$ cat src/logic/bpc_pkg.sv
// constants, register map and pin bundles for the bus pin configuration block
// assumes one 200 MHz system clock and a plain strobe register port
`default_nettype none

package bpc_pkg;

   // ==================================================================
   // register map (word aligned byte addresses)
   localparam int          ADDR_W          = 8;
   localparam int          DATA_W          = 16;
   localparam logic [7:0]  OFS_BUS_CFG     = 8'h00;
   localparam logic [7:0]  OFS_BUS_CFG2    = 8'h04;
   localparam logic [7:0]  OFS_INT_STAT    = 8'h08;
   localparam logic [7:0]  OFS_INT_MASK    = 8'h0c;

   // ==================================================================
   // bus_config fields
   localparam int          BIT_EXT_EN      = 15;
   localparam int          BIT_RSVD        = 14;
   localparam int          BIT_RETRY_LATCH = 13;
   localparam int          BIT_PO_HI       = 12;
   localparam int          BIT_PO_LO       = 11;
   localparam int          BIT_SYNC_BUS    = 10;
   localparam int          BIT_USR_HI      = 9;
   localparam int          BIT_USR_LO      = 8;
   // bits software may change; 14 is fixed zero, 9:8 hold the strap
   localparam logic [15:0] CFG_WR_MASK     = 16'hbcff;
   localparam logic [15:0] CFG_RST         = 16'h0000;
   // second_bus_config: user output levels in 15:12
   localparam int          EXT_OUT_MSB     = 15;
   localparam int          EXT_OUT_LSB     = 12;
   localparam logic [15:0] CFG2_RST        = 16'h0000;

   // ==================================================================
   // interrupt status / mask layout
   localparam int          INT_W           = 2;
   localparam int          BIT_RETRY_FLAG  = 0;
   localparam int          BIT_RETRY_DONE  = 1;
   localparam logic [1:0]  INT_RST         = 2'h0;

   // ==================================================================
   // timing and style encodings
   localparam int          STRAP_WAIT      = 3;   // cycles for strap to pass the synchroniser
   localparam logic        STYLE_TERM      = 1'h1;

   // four repurposable pins, msb first: tx data, loopback, rx clock, rx data
   typedef struct packed {
      logic txd;
      logic loopback_pin;
      logic rx_clock_pin;
      logic rxd;
   } bpc_endec_t;

   typedef enum logic [1:0] {
      RT_IDLE = 2'b00,
      RT_WAIT = 2'b01,
      RT_GO   = 2'b10
   } bpc_retry_st_t;

endpackage

`default_nettype wire

$ cat src/logic/bpc_bus_pin_config_retry.sv
// pin multiplexing, programmable outputs and bus retry handling
// assumes master grant inputs come from same-clock logic; pins are raw and
// pass a three stage synchroniser before use
//
// Added by the designer: the strobed register port and the register offsets.
`default_nettype none

module bpc_bus_pin_config_retry #(
   parameter int SYNC_STAGES = 3
) (
   // clock and reset
   input  wire logic                      I_CLK_SYS,
   input  wire logic                      I_RST_N,
   // register port
   input  wire logic [bpc_pkg::ADDR_W-1:0] I_REG_ADDR,
   input  wire logic [bpc_pkg::DATA_W-1:0] I_REG_WDATA,
   input  wire logic                      I_REG_WR,
   input  wire logic                      I_REG_RD,
   output logic      [bpc_pkg::DATA_W-1:0] O_REG_RDATA,
   output logic                           O_IRQ,
   // bus master state and style
   input  wire logic                      I_HOLD_ACK,
   input  wire logic                      I_GRANT_ACK_N,
   input  wire logic                      I_BUS_STYLE_SELECT,
   // dma engine handshake
   input  wire logic                      I_DMA_BUSY,
   output logic                           O_DMA_STOP,
   output logic                           O_DMA_RETRY,
   // internal encoder/decoder side
   input  wire bpc_pkg::bpc_endec_t       I_ENDEC_OUT,
   output bpc_pkg::bpc_endec_t            O_ENDEC_IN,
   output logic                           O_ENDEC_TX_CLOCK,
   output logic                           O_SYNC_TERMINATION,
   // repurposable pins
   input  wire bpc_pkg::bpc_endec_t       I_ENDEC_PIN,
   output bpc_pkg::bpc_endec_t            O_ENDEC_PIN,
   output bpc_pkg::bpc_endec_t            O_ENDEC_PIN_OE,
   // tx clock / termination pin, retry pin
   input  wire logic                      I_TX_CLOCK_PIN,
   input  wire logic                      I_BUS_RETRY_IN,
   // user pins (strap at reset, outputs as master)
   input  wire logic [1:0]                I_USER_PIN,
   output logic      [1:0]                O_USER_PIN,
   output logic      [1:0]                O_USER_PIN_OE
);

   // ==================================================================
   // synchronisers for pin inputs
   // ==================================================================
   localparam int NSYNC = 8;   // 4 endec pins, tx clock, retry, 2 user pins

   logic [NSYNC-1:0] pin_raw;
   logic [NSYNC-1:0] sync1_ff;
   logic [NSYNC-1:0] sync2_ff;
   logic [NSYNC-1:0] sync3_ff;
   logic [NSYNC-1:0] pin_ok_ff;   // value that both late stages agreed on

   assign pin_raw = {I_USER_PIN, I_BUS_RETRY_IN, I_TX_CLOCK_PIN, I_ENDEC_PIN};

   // stage one feeds only stage two, so metastability stays contained
   generate
      for (genvar g = 0; g < NSYNC; g++) begin : g_sync
         always_ff @(posedge I_CLK_SYS or negedge I_RST_N) begin
            if (!I_RST_N) begin
               sync1_ff[g]  <= 1'h0;
               sync2_ff[g]  <= 1'h0;
               sync3_ff[g]  <= 1'h0;
               pin_ok_ff[g] <= 1'h0;
            end else begin
               sync1_ff[g] <= pin_raw[g];
               sync2_ff[g] <= sync1_ff[g];
               sync3_ff[g] <= sync2_ff[g];
               if (sync2_ff[g] == sync3_ff[g]) begin
                  pin_ok_ff[g] <= sync3_ff[g];
               end
            end
         end
      end
   endgenerate

   wire bpc_pkg::bpc_endec_t endec_pin_s = pin_ok_ff[3:0];
   wire logic                tx_clock_s  = pin_ok_ff[4];
   wire logic                retry_s     = pin_ok_ff[5];
   wire logic [1:0]          user_pin_s  = pin_ok_ff[7:6];

   // ==================================================================
   // registers
   // ==================================================================
   logic [bpc_pkg::DATA_W-1:0] bus_config_ff;
   logic [bpc_pkg::DATA_W-1:0] second_bus_config_ff;
   logic [bpc_pkg::INT_W-1:0]  int_stat_ff;
   logic [bpc_pkg::INT_W-1:0]  int_mask_ff;
   logic                       cfg_written_ff;   // endec pins float until first config write
   logic [1:0]                 strap_ff;
   logic [2:0]                 strap_cnt_ff;
   logic                       strap_done_ff;

   // address decode
   wire logic sel_cfg  = (I_REG_ADDR == bpc_pkg::OFS_BUS_CFG);
   wire logic sel_cfg2 = (I_REG_ADDR == bpc_pkg::OFS_BUS_CFG2);
   wire logic sel_stat = (I_REG_ADDR == bpc_pkg::OFS_INT_STAT);
   wire logic sel_mask = (I_REG_ADDR == bpc_pkg::OFS_INT_MASK);
   wire logic wr_cfg   = I_REG_WR && sel_cfg;
   wire logic wr_cfg2  = I_REG_WR && sel_cfg2;
   wire logic wr_stat  = I_REG_WR && sel_stat;
   wire logic wr_mask  = I_REG_WR && sel_mask;

   // configuration fields
   wire logic ext_en      = bus_config_ff[bpc_pkg::BIT_EXT_EN];
   wire logic retry_latch = bus_config_ff[bpc_pkg::BIT_RETRY_LATCH];
   wire logic sync_bus    = bus_config_ff[bpc_pkg::BIT_SYNC_BUS];
   wire logic [1:0] prog_out = {bus_config_ff[bpc_pkg::BIT_PO_HI],
                                bus_config_ff[bpc_pkg::BIT_PO_LO]};
   wire logic [3:0] ext_user_out =
      second_bus_config_ff[bpc_pkg::EXT_OUT_MSB:bpc_pkg::EXT_OUT_LSB];
   wire logic bus_master  = I_HOLD_ACK || !I_GRANT_ACK_N;

   // bit 14 is held at zero whatever is written; the strap bits are read only
   wire logic [15:0] nxt_bus_config =
      (I_REG_WDATA & bpc_pkg::CFG_WR_MASK) | {6'h00, strap_ff, 8'h00};

   // bus_config: hardware reset clears everything that steers pins
   always_ff @(posedge I_CLK_SYS or negedge I_RST_N) begin
      if (!I_RST_N) begin
         bus_config_ff  <= bpc_pkg::CFG_RST;
         cfg_written_ff <= 1'h0;
      end else if (wr_cfg) begin
         bus_config_ff  <= nxt_bus_config;
         cfg_written_ff <= 1'h1;
      end else if (!strap_done_ff) begin
         bus_config_ff[bpc_pkg::BIT_USR_HI:bpc_pkg::BIT_USR_LO] <= user_pin_s;
      end
   end

   // second_bus_config and mask: plain storage
   always_ff @(posedge I_CLK_SYS or negedge I_RST_N) begin
      if (!I_RST_N) begin
         second_bus_config_ff <= bpc_pkg::CFG2_RST;
         int_mask_ff          <= bpc_pkg::INT_RST;
      end else begin
         if (wr_cfg2) second_bus_config_ff <= I_REG_WDATA;
         if (wr_mask) int_mask_ff <= I_REG_WDATA[bpc_pkg::INT_W-1:0];
      end
   end

   // strap capture once the pins have passed synchroniser and agree stage
   always_ff @(posedge I_CLK_SYS or negedge I_RST_N) begin
      if (!I_RST_N) begin
         strap_cnt_ff  <= 3'h0;
         strap_done_ff <= 1'h0;
         strap_ff      <= 2'h0;
      end else if (!strap_done_ff) begin
         strap_ff <= user_pin_s;
         if (strap_cnt_ff == 3'(bpc_pkg::STRAP_WAIT + 1)) begin
            strap_done_ff <= 1'h1;
         end else begin
            strap_cnt_ff <= strap_cnt_ff + 3'h1;
         end
      end
   end

   // ==================================================================
   // bus retry sequencing
   // ==================================================================
   bpc_pkg::bpc_retry_st_t rt_st_ff;
   bpc_pkg::bpc_retry_st_t nxt_rt_st;
   logic                   retry_seen;
   logic                   retry_clear_ok;

   // a retry counts only while a dma access is under way
   assign retry_seen     = retry_s && I_DMA_BUSY;
   // latched mode also waits for software to clear the status flag
   assign retry_clear_ok = !retry_s &&
                           (!retry_latch || !int_stat_ff[bpc_pkg::BIT_RETRY_FLAG]);

   always_comb begin
      nxt_rt_st = rt_st_ff;
      case (rt_st_ff)
         bpc_pkg::RT_IDLE: begin
            if (retry_seen) nxt_rt_st = bpc_pkg::RT_WAIT;
         end
         bpc_pkg::RT_WAIT: begin
            if (retry_clear_ok) nxt_rt_st = bpc_pkg::RT_GO;
         end
         bpc_pkg::RT_GO: begin
            nxt_rt_st = bpc_pkg::RT_IDLE;
         end
         default: begin
            nxt_rt_st = bpc_pkg::RT_IDLE;
         end
      endcase
   end

   always_ff @(posedge I_CLK_SYS or negedge I_RST_N) begin
      if (!I_RST_N) begin
         rt_st_ff <= bpc_pkg::RT_IDLE;
      end else begin
         rt_st_ff <= nxt_rt_st;
      end
   end

   // ==================================================================
   // interrupt status: sticky, write one to clear, set beats clear
   // ==================================================================
   logic [bpc_pkg::INT_W-1:0] int_set;
   logic [bpc_pkg::INT_W-1:0] int_clr;
   logic [bpc_pkg::INT_W-1:0] nxt_int_stat;

   assign int_set[bpc_pkg::BIT_RETRY_FLAG] = (rt_st_ff == bpc_pkg::RT_IDLE) && retry_seen;
   assign int_set[bpc_pkg::BIT_RETRY_DONE] = (nxt_rt_st == bpc_pkg::RT_GO);
   assign int_clr      = wr_stat ? I_REG_WDATA[bpc_pkg::INT_W-1:0] : bpc_pkg::INT_RST;
   assign nxt_int_stat = (int_stat_ff & ~int_clr) | int_set;

   always_ff @(posedge I_CLK_SYS or negedge I_RST_N) begin
      if (!I_RST_N) begin
         int_stat_ff <= bpc_pkg::INT_RST;
         O_IRQ       <= 1'h0;
      end else begin
         int_stat_ff <= nxt_int_stat;
         O_IRQ       <= |(nxt_int_stat & int_mask_ff);
      end
   end

   // ==================================================================
   // read port: data stands one cycle after the strobe, zero elsewhere
   // ==================================================================
   logic [bpc_pkg::DATA_W-1:0] rd_mux;

   always_comb begin
      if (sel_cfg) begin
         rd_mux = bus_config_ff;
      end else if (sel_cfg2) begin
         rd_mux = second_bus_config_ff;
      end else if (sel_stat) begin
         rd_mux = {{(bpc_pkg::DATA_W-bpc_pkg::INT_W){1'b0}}, int_stat_ff};
      end else if (sel_mask) begin
         rd_mux = {{(bpc_pkg::DATA_W-bpc_pkg::INT_W){1'b0}}, int_mask_ff};
      end else begin
         rd_mux = 16'h0000;
      end
   end

   always_ff @(posedge I_CLK_SYS or negedge I_RST_N) begin
      if (!I_RST_N) begin
         O_REG_RDATA <= 16'h0000;
      end else begin
         O_REG_RDATA <= I_REG_RD ? rd_mux : 16'h0000;
      end
   end

   // ==================================================================
   // pin multiplexing
   // ==================================================================
   // extended mode drives only while master; normal mode drives only the
   // two encoder outputs, the rx pair stays an input
   wire logic ext_drive  = cfg_written_ff && ext_en && bus_master;
   wire logic norm_mode  = cfg_written_ff && !ext_en;
   wire logic term_use   = ext_en && !sync_bus && bus_master &&
                           (I_BUS_STYLE_SELECT == bpc_pkg::STYLE_TERM);

   bpc_pkg::bpc_endec_t nxt_pin;
   bpc_pkg::bpc_endec_t nxt_pin_oe;
   bpc_pkg::bpc_endec_t nxt_endec_in;

   always_comb begin
      nxt_pin      = '0;
      nxt_pin_oe   = '0;
      nxt_endec_in = '0;
      if (ext_drive) begin
         nxt_pin    = ext_user_out;
         nxt_pin_oe = 4'hf;
      end else if (norm_mode) begin
         nxt_pin.txd      = I_ENDEC_OUT.txd;
         nxt_pin.loopback_pin      = I_ENDEC_OUT.loopback_pin;
         nxt_pin_oe.txd   = 1'h1;
         nxt_pin_oe.loopback_pin   = 1'h1;
         nxt_endec_in.rx_clock_pin = endec_pin_s.rx_clock_pin;
         nxt_endec_in.rxd = endec_pin_s.rxd;
      end
   end

   // every pin-facing output is registered to keep glitches off the board
   always_ff @(posedge I_CLK_SYS or negedge I_RST_N) begin
      if (!I_RST_N) begin
         O_ENDEC_PIN        <= '0;
         O_ENDEC_PIN_OE     <= '0;
         O_ENDEC_IN         <= '0;
         O_ENDEC_TX_CLOCK   <= 1'h0;
         O_SYNC_TERMINATION <= 1'h0;
      end else begin
         O_ENDEC_PIN        <= nxt_pin;
         O_ENDEC_PIN_OE     <= nxt_pin_oe;
         O_ENDEC_IN         <= nxt_endec_in;
         O_ENDEC_TX_CLOCK   <= norm_mode && tx_clock_s;
         O_SYNC_TERMINATION <= cfg_written_ff && term_use && tx_clock_s;
      end
   end

   // user pins: programmable outputs only while master, else left to strap
   always_ff @(posedge I_CLK_SYS or negedge I_RST_N) begin
      if (!I_RST_N) begin
         O_USER_PIN    <= 2'h0;
         O_USER_PIN_OE <= 2'h0;
      end else begin
         O_USER_PIN    <= bus_master ? prog_out : 2'h0;
         O_USER_PIN_OE <= bus_master ? 2'h3 : 2'h0;
      end
   end

   // dma handshake: stop after the current access, then one retry pulse
   always_ff @(posedge I_CLK_SYS or negedge I_RST_N) begin
      if (!I_RST_N) begin
         O_DMA_STOP  <= 1'h0;
         O_DMA_RETRY <= 1'h0;
      end else begin
         O_DMA_STOP  <= (nxt_rt_st == bpc_pkg::RT_WAIT);
         O_DMA_RETRY <= (nxt_rt_st == bpc_pkg::RT_GO);
      end
   end

endmodule

`default_nettype wire

$ cat config.mk
export PLATFORM = sky130hd
export DESIGN_NAME = bpc_bus_pin_config_retry
export DESIGN_NICKNAME = d
export VERILOG_FILES = /design/src/logic/bpc_pkg.sv /design/src/logic/bpc_bus_pin_config_retry.sv
export SDC_FILE = /design/constraint.sdc
export NUM_CORES = 1
export LEC_CHECK = 0
export ABC_CLOCK_PERIOD_IN_PS = 1140
export BUFFER_PORTS_ARGS = -buffer_cell sky130_fd_sc_hd__buf_2
export CELL_PAD_IN_SITES_DETAIL_PLACEMENT = 2
export CELL_PAD_IN_SITES_GLOBAL_PLACEMENT = 2
export CORE_ASPECT_RATIO = 0.7
export CORE_MARGIN = 4
export CORE_UTILIZATION = 33
export DETAILED_ROUTE_END_ITERATION = 10
export PLACE_DENSITY_LB_ADDON = 0.08
export SYNTH_ARGS = -nofsm -noshare
export SYNTH_HDL_FRONTEND = slang
export SYNTH_SLANG_ARGS = --single-unit
export TNS_END_PERCENT = 10
$ cat constraint.sdc
create_clock -name I_CLK_SYS -period 1.14 [get_ports I_CLK_SYS]
set_input_delay 0.057 -clock I_CLK_SYS [delete_from_list [all_inputs] [get_ports I_CLK_SYS]]
set_output_delay 0.057 -clock I_CLK_SYS [all_outputs]
set_load 0.01 [all_outputs]
* Word level (Yosys, flattened, before mapping)
Cells that the tools add are included.
** Word-level totals
- Register bits after elaboration :: 104
- Input port bits :: 44
- Logic and storage cells :: 125
- Output and inout bits :: 37
** Operators by class
- $add $sub $neg :: 1
- Multiplexer cells :: 23
- Bitwise gates (word level) :: 7
- Reductions and logical operators :: 28
- Equal/unequal tests :: 14
** Operator list (count)
- 2-to-1 mux 16 bit :: 3
- 2-to-1 mux 2 bit :: 17
- equality test 8 x 4 -> 1 bit, second input constant :: 2
- logical AND 1 bit :: 16
- bitwise OR 16 x 10 -> 16 bit :: 1
- equality test 8 x 3 -> 1 bit, second input constant :: 1
- zero test 8 bit :: 1
- equality test 1 bit :: 6
- zero test 1 bit :: 6
- bitwise AND 2 bit :: 2
- equality test 2 x 1 -> 1 bit, second input constant :: 2
- case mux 2 bit (2 select lines) :: 1
- adder 3 x 1 -> 3 bit, second input constant :: 1
- equality test 3 bit, second input constant :: 1
- equality test 2 bit, second input constant :: 1
- zero test 2 bit :: 1
- logical OR 1 bit :: 2
- 2-to-1 mux 1 bit :: 2
- inequality test 2 x 1 -> 1 bit, second input constant :: 1
- NOT 1 bit :: 2
- NOT 2 bit :: 1
- bitwise OR 2 bit :: 1
- AND reduction 2 bit :: 1
- OR reduction 2 bit :: 1

* Depth between registers and ports, before layout
Gate-level depths: netlist of run 1.
- Depth in word-level cells :: 9
- Gate-level depth with buffers :: 6
- Depth with buffers taken out :: 5

* Least setup slack after synthesis of run 1
No wires, ideal clock.
- Kind :: input to register
- Start :: in I_REG_ADDR[1] in the netlist's numbering
- End :: reg bus_config_ff[11] in the netlist's numbering
- Data required time :: 1013 ps
- Stages :: 4
- Arrival time :: 1525 ps
- Slack :: -512 ps
- Library setup time :: 127 ps
- Buffers on the path :: 1
- Cell sequence :: or4_4 -> nor4_4 -> buf_6 -> mux2_1
** Between the ends
- Cells in the longest elaborated chain, start to end :: 2
** Ends and longest elaborated chain
- start, declared :: line bpc_bus_pin_config_retry.sv:15 : input wire logic [bpc_pkg::ADDR_W-1:0] I_REG_ADDR,
- zero test 8 bit :: line bpc_bus_pin_config_retry.sv:99 : wire logic sel_cfg = (I_REG_ADDR == bpc_pkg::OFS_BUS_CFG);
- logical AND 1 bit :: line bpc_bus_pin_config_retry.sv:103 : wire logic wr_cfg = I_REG_WR && sel_cfg;
- end signal, assigned :: line bpc_bus_pin_config_retry.sv:125 : bus_config_ff <= bpc_pkg::CFG_RST;
- end signal, assigned :: line bpc_bus_pin_config_retry.sv:128 : bus_config_ff <= nxt_bus_config;
- end signal, assigned by index :: line bpc_bus_pin_config_retry.sv:131 : bus_config_ff[bpc_pkg::BIT_USR_HI:bpc_pkg::BIT_USR_LO] <= user_pin_s;
- end, declared :: line bpc_bus_pin_config_retry.sv:89 : logic [bpc_pkg::DATA_W-1:0] bus_config_ff;
No other way between the ends.
A chain may end at the register's enable or synchronous reset.

* Worst setup path after layout of run 1
- Start :: in I_REG_ADDR[1] in the netlist's numbering
- End :: reg bus_config_ff[1] in the netlist's numbering
Same word-level chain as after synthesis.

==> impl_results.md, run 1 <==
* CP arrival at 1.52 ns
* CP Class: primary input to register
* First drt pass iteration count at 4
* Count leader, synth: dfrtp_1
* Post-layout util at 0.484
* CTS buffer count at 9
* Pin count of the biggest net entering global routing at 73
* Remaining antenna violation count at 0
* Bufs and invs on worst path at 3
* Worst-skew pair later-pin latency at 0.34 ns
* RSZ-0062 raised after global routing: true
* IO Port Bufs at 74
* Min-delay worst type: primary input to register
* Reg2reg setup slack at -0.08 ns
* Die area at 0.0129 mm²
* Tmin final at 1.30 ns
* Max-slew violations at 0
* H-Tree Depth at 3
* Starting Density at 0.346
* Hold_ws at 0.0399 ns
* Worst R2R Start: bus_config_ff[13]
* Initial antenna violation count at 0
* Nets at 417
* Failing checks: setup timing
* Setup_tns at -2.95 ns
* # diodes at 0
* CP cell instances: buf_8 > or4_4 > nor4_4 > buf_4 > clkbuf_16 > mux2_2
* Critical path startpoint: I_REG_ADDR[1]
* Largest cells by area after synthesis: dfrtp_1, mux2_2, mux2_4
* Worst setup endpoint: bus_config_ff[1]
* Vias in the first global route at 2,718
* Final WS setup at -0.157 ns
* Share of the yosys chip area belonging to registers at 0.680
* First-pass GRT wire length at 14,500 µm
* Chip Height at 96.3 µm
* PwrDens at 1410 mW/mm²
* Dpl cell area at 0.00445 mm²
* Vias at 2,371
* Top cell type by total area after synthesis: dfrtp_1
* Final Instance Area at 0.00514 mm²
* Critical-path top delay cell: or4_4
* Netlist cell types at 41
* Top delay family on crit path: simple AND/OR/NAND/NOR gates
* Gpl congestion at 0.736
* Max Root-Sink Buffers at 2
* Area share of the largest cell type after synthesis at 0.680
* Max cap viols at 0
* EDFF count, synth at 0
* Placeable Area at 0.0106 mm²
* Reg clk slew, reported paths at 0.06 ns
* Worst reg2reg path depth at 4
* Ys Warns at 0
* Row count at 31
* Async set or reset register ratio after synthesis at 1.00
* DRC Markers at 0
* Top cells by count, synth: dfrtp_1, mux2_2, a22o_1
* Avg Vias per Cell at 4.52
* Syn Area/Cell at 15.7 µm²
* Top_reg_cell synth: dfrtp_1
* P_leak at 0.00256 µW
* CP Depth at 6
* DRT Wirelength at 9030 µm
* Dpl hpwl at 6130 µm
* Average wire per standard cell at 17.2 µm
* CP max stage delay at 0.55 ns
* Fin. Hold Viols at 0
* Max Fclk at 0.771 GHz
* Gr usage total at 0.148
* Area grow syn2layout at 39.8%
* CP required at 1.36 ns
* Crit-path max FO at 7
* Width of the die at 134 µm
* Tcrit/Tclk final at 1.14
* Detailed Route Iter0 Violations at 62
* CP endpoint kind: register
* Gr ovfl total at 0
* VDD IR max at 0.000662 V
* R2r endpoint: O_IRQ
* Clk sink count at 100
* Mapped Area at 0.00368 mm²
* #FFs+latches synth at 100
* Outcome: finished with violations
* Total power at 7240 µW
* Final setup fails at 47
* Top-Level Pins at 81
* Filler cell count at 1,057
* Gate count after technology mapping at 234
* Worst Skew at 0.00610 ns
* Layout cells sized above 1 at 0.460
* Root Buffer: clkbuf_16
* Critical path startpoint category: primary input
* CTS tree: done
[metrics by stage]
stage	instances	worst slack [ns]
final	524	-0.157
after global routing	524	-0.172
after CTS	521	-0.0930
after detailed placement	478	-0.491
after global placement	478	-0.436
after floorplan	235	-0.512
[worst min path at each step]
stage,slack [ns],end,depth (start not counted),start
6_report,0.04,second_bus_config_ff[1],2,I_REG_WDATA[1]
5_1_grt,0.03,bus_config_ff[1],2,I_REG_WDATA[1]
4_1_cts,0.03,second_bus_config_ff[1],2,I_REG_WDATA[1]
3_5_place_dp,0.11,pin_ok_ff[6],2,I_RST_N
3_3_place_gp,0.11,bus_config_ff[8],2,I_RST_N
2_1_floorplan,-0.24,O_DMA_RETRY,0,I_RST_N
[placed cells by master (no fill, tap or decap), drive strengths merged, types with 2 or more instances in the layout]
| cell type | count |
|---|---|
| mux2 | 32 |
| a21boi | 2 |
| and2 | 8 |
| dlygate4sd3 | 26 |
| buf | 110 |
| nand4b | 2 |
| a22o | 14 |
| nand3 | 5 |
| a21oi | 3 |
| nor2 | 2 |
| clkinv | 5 |
| a2111oi | 2 |
| o21ai | 5 |
| nor2b | 3 |
| clkbuf | 11 |
| inv | 5 |
| nor4 | 3 |
| mux4 | 2 |
| maj3 | 6 |
| dfrtp | 100 |
| nand2 | 9 |
| ha | 2 |
| mux2i | 2 |
| conb | 2 |
| xnor2 | 2 |
[state kept, by name, indices dropped and copies added (netlist names), 3 cells and up]
name                  cells
O_REG_RDATA              16
second_bus_config_ff     16
sync1_ff                  6
O_ENDEC_PIN               4
bus_config_ff            15
sync3_ff                  6
strap_cnt_ff              3
sync2_ff                  6
[power by group]
part,total [µW],switching (µW),leakage [µW],internal (µW)
registers,3790,90.7,0.00130,3700
clock network,2830,1300,0.000138,1530
logic,610,271,0.00113,338
total,7240,1660,0.00256,5580
[metal layers]
| metal | GRT usage | up-vias | part of all wire |
|---|---|---|---|
| met5 | 0 | - | 0 |
| met4 | 0.0458 | 0 | 0.013 |
| met3 | 0.0428 | 11 | 0.045 |
| met2 | 0.241 | 50 | 0.47 |
| met1 | 0.193 | 1218 | 0.47 |
| li1 | - | 1092 | - |
[logic make-up (layout without fill, tap and decap cells)]
logic type,after synthesis,after routing,synth area share
buffers and inverters,17,158,0.0320
muxes,36,36,0.126
and+or+nand+nor,41,41,0.0731
DFF,100,100,0.680
other,1,2,0.00102
AOI/OAI and AO/OA,29,29,0.0599
adders and majority gates,8,8,0.0231
xor gates and xnor gates,2,2,0.00476
[final cells by class]
| cell class | count | area [µm²] | area share |
|---|---|---|---|
| well taps | 148 | 185 | 0.0360 |
| clock buffers | 10 | 239 | 0.0465 |
| repair buffers | 137 | 1000 | 0.194 |
| clock inverters | 6 | 40.0 | 0.00778 |
| flip-flops and latches | 100 | 2500 | 0.486 |
| inverters | 5 | 18.8 | 0.00365 |
| multi-input cells | 118 | 1160 | 0.225 |
[timing repair]
action                                  in CTS  in global routing
endpoints found under the hold margin      137                  0
hold buffers                                26                  0
setup buffers                                1                  2
endpoints found under the setup margin      48                 51
gates resized for setup                      9                 21
gates cloned                                 0                  1
pin swaps                                    2                  3
Power figures use the tool's default switching activity.
==> run 2, diff against run 1 <==
Settings changed: BUFFER_PORTS_ARGS -buffer_cell sky130_fd_sc_hd__buf_2 to -buffer_cell sky130_fd_sc_hd__buf_4.
==> run 2 against run 1 <==
Compared with the run above:
- the run still ends with setup timing left
- cell area rose by 3.4%
- clock-buffer cell count did not move
- sequential share of layout area down 1.6 points
- global-route usage increased by 0.76 points
- worst setup slack better by 0.047 ns
- clock skew up 0.0013 ns
- routed wire length up 4.0%
- register-to-register slack about the same
- combinational power up 6.7%
- die area is the same
- largest power group unchanged
==> impl_results.md, run 2 (synthesized netlist as in run 1, its figures left out) <==
* Outcome: finished with violations
* Failing checks: setup timing
* Reg clk slew, reported paths at 0.07 ns
* Seq. cell area at 0.00250 mm²
* Worst Min Path Start: I_DMA_BUSY
* Hold Path Depth at 2
* CP Class: primary input to register
* Die area at 0.0129 mm²
* First drt pass iteration count at 4
* Pin count of the biggest net entering global routing at 61
* Top-Level Pins at 81
* Worst Hold Endpoint: int_stat_ff[0]
* Final setup fails at 45
* RSZ-0062 raised after global routing: true
* P_leak at 0.00259 µW
* Root Buffer: clkbuf_16
* CP required at 1.36 ns
* Final WS setup at -0.110 ns
* Tmin final at 1.25 ns
* Gr usage total at 0.156
* Most frequent cells in the layout: dfrtp_1, buf_4, dlygate4sd3_1
* Dpl hpwl at 6320 µm
* Worst slew margin at 0.666
* Initial antenna violation count at 0
* Most common cell after layout, fill and taps aside: dfrtp_1
* Crit-path max FO at 7
* DRC Markers at 0
* Fin. Hold Viols at 0
* Clk sink count at 100
* Width of the die at 134 µm
* Setup_tns at -2.71 ns
* CTS tree: done
* CTS buffer count at 9
* Multi-input logic area at 0.00115 mm²
* Vias in the first global route at 2,748
* IO Port Bufs at 74
* Largest registers: O_REG_RDATA (16), second_bus_config_ff (16), bus_config_ff (15)
* Gr ovfl total at 0
* Worst R2R Start: int_stat_ff[0]
* CP endpoint kind: register
* VDD IR max at 0.000819 V
* Layout Cells excl Fill at 523
* Cells after DPL at 479
* Chip Height at 96.3 µm
* # diodes at 0
* CP arrival at 1.47 ns
* Remaining antenna violation count at 0
* Hold_ws at 0.0169 ns
* Average wire per standard cell at 18.0 µm
* Detailed Route Iter0 Violations at 61
* Area grow syn2layout at 44.6%
* Critical path startpoint category: primary input
* First-pass GRT wire length at 15,100 µm
* Row count at 31
* Gpl congestion at 0.734
* Max-slew violations at 0
* Avg Vias per Cell at 4.56
* Starting Density at 0.346
* Filler cell count at 1,045
* R2r endpoint: O_REG_RDATA[0]
* Slew @ Worst Pin at 0.502 ns
* H-Tree Depth at 3
* Min-delay worst type: primary input to register
* Tcrit/Tclk final at 1.10
* Nets at 416
* DRT Wirelength at 9390 µm
* Layout cells sized above 1 at 0.459
* Worst Skew at 0.00737 ns
* Worst-skew pair later-pin latency at 0.34 ns
* Reg2reg setup slack at -0.07 ns
* Vias at 2,386
* Worst reg2reg path depth at 2
* PwrDens at 1420 mW/mm²
* Max Fclk at 0.800 GHz
* Placeable Area at 0.0106 mm²
* Max cap viols at 0
* Max Root-Sink Buffers at 2
run 2: changes by cell type in the layout (fill, tap and decap cells not counted), sizes merged:
| cell | delta |
|---|---|
| clkbuf | -1 |
| buf | -1 |
| clkinv | -3 |
| dlygate4sd3 | +1 |
| inv | +2 |
| bufinv | +1 |
run 2: through the flow:
step | instance area (µm²) | setup WS [ns] | total power (µW) | utilization
2_1_floorplan | 3690 | -0.512 | 4030 | -
3_3_place_gp | 4630 | -0.457 | 4390 | 0.436
3_5_place_dp | 4630 | -0.474 | 4410 | 0.436
4_1_cts | 5270 | -0.0812 | 7670 | 0.496
5_1_grt | 5320 | -0.145 | 7950 | 0.500
6_report | 5320 | -0.110 | 7570 | 0.500
run 2: routing by layer:
metal / track usage / vias up / share of wire
li1: - / 1092 / -
met1: 0.205 / 1236 / 0.47
met2: 0.255 / 52 / 0.48
met3: 0.0418 / 6 / 0.037
met4: 0.0458 / 0 / 0.0094
met5: 0 / - / 0
run 2: worst max-delay path by stage:
stage	from	end	slack (ns)
finish	I_REG_ADDR[1]	bus_config_ff[5]	-0.11
global route	I_REG_ADDR[1]	bus_config_ff[3]	-0.15
CTS	I_REG_ADDR[1]	bus_config_ff[5]	-0.08
detailed placement	I_REG_ADDR[1]	bus_config_ff[5]	-0.47
global placement	I_REG_ADDR[1]	bus_config_ff[3]	-0.46
floorplan	I_REG_ADDR[1]	bus_config_ff[11]	-0.51
run 2: final cells by class:
| type | count | area share |
|---|---|---|
| tap | 148 | 0.0348 |
| clock buffer | 10 | 0.0449 |
| clock inverter | 6 | 0.0134 |
| multi-input combinational | 118 | 0.216 |
| inverter | 5 | 0.00353 |
| sequential | 100 | 0.471 |
| timing repair buffer | 136 | 0.216 |
run 2: report_power, final:
part	leakage [µW]	switching (µW)	total [µW]	internal, µW
Clock	0.000151	1340	3120	1780
Combinational	0.00114	273	651	378
Sequential	0.00130	93.4	3790	3700
Total	0.00259	1710	7570	5860
run 2: worst max-delay path, cell delays in order:
cell and delay (ns):
buf_8 0.10, or4_4 0.55, nor4_4 0.22, buf_6 0.20, mux2_2 0.34
run 2: repair_timing:
action	CTS	global route
resized for setup	17	10
pin swaps	2	4
buffers inserted	0	1
hold endpoints to repair	141	0
setup endpoints to repair	49	52
hold buffers	27	0
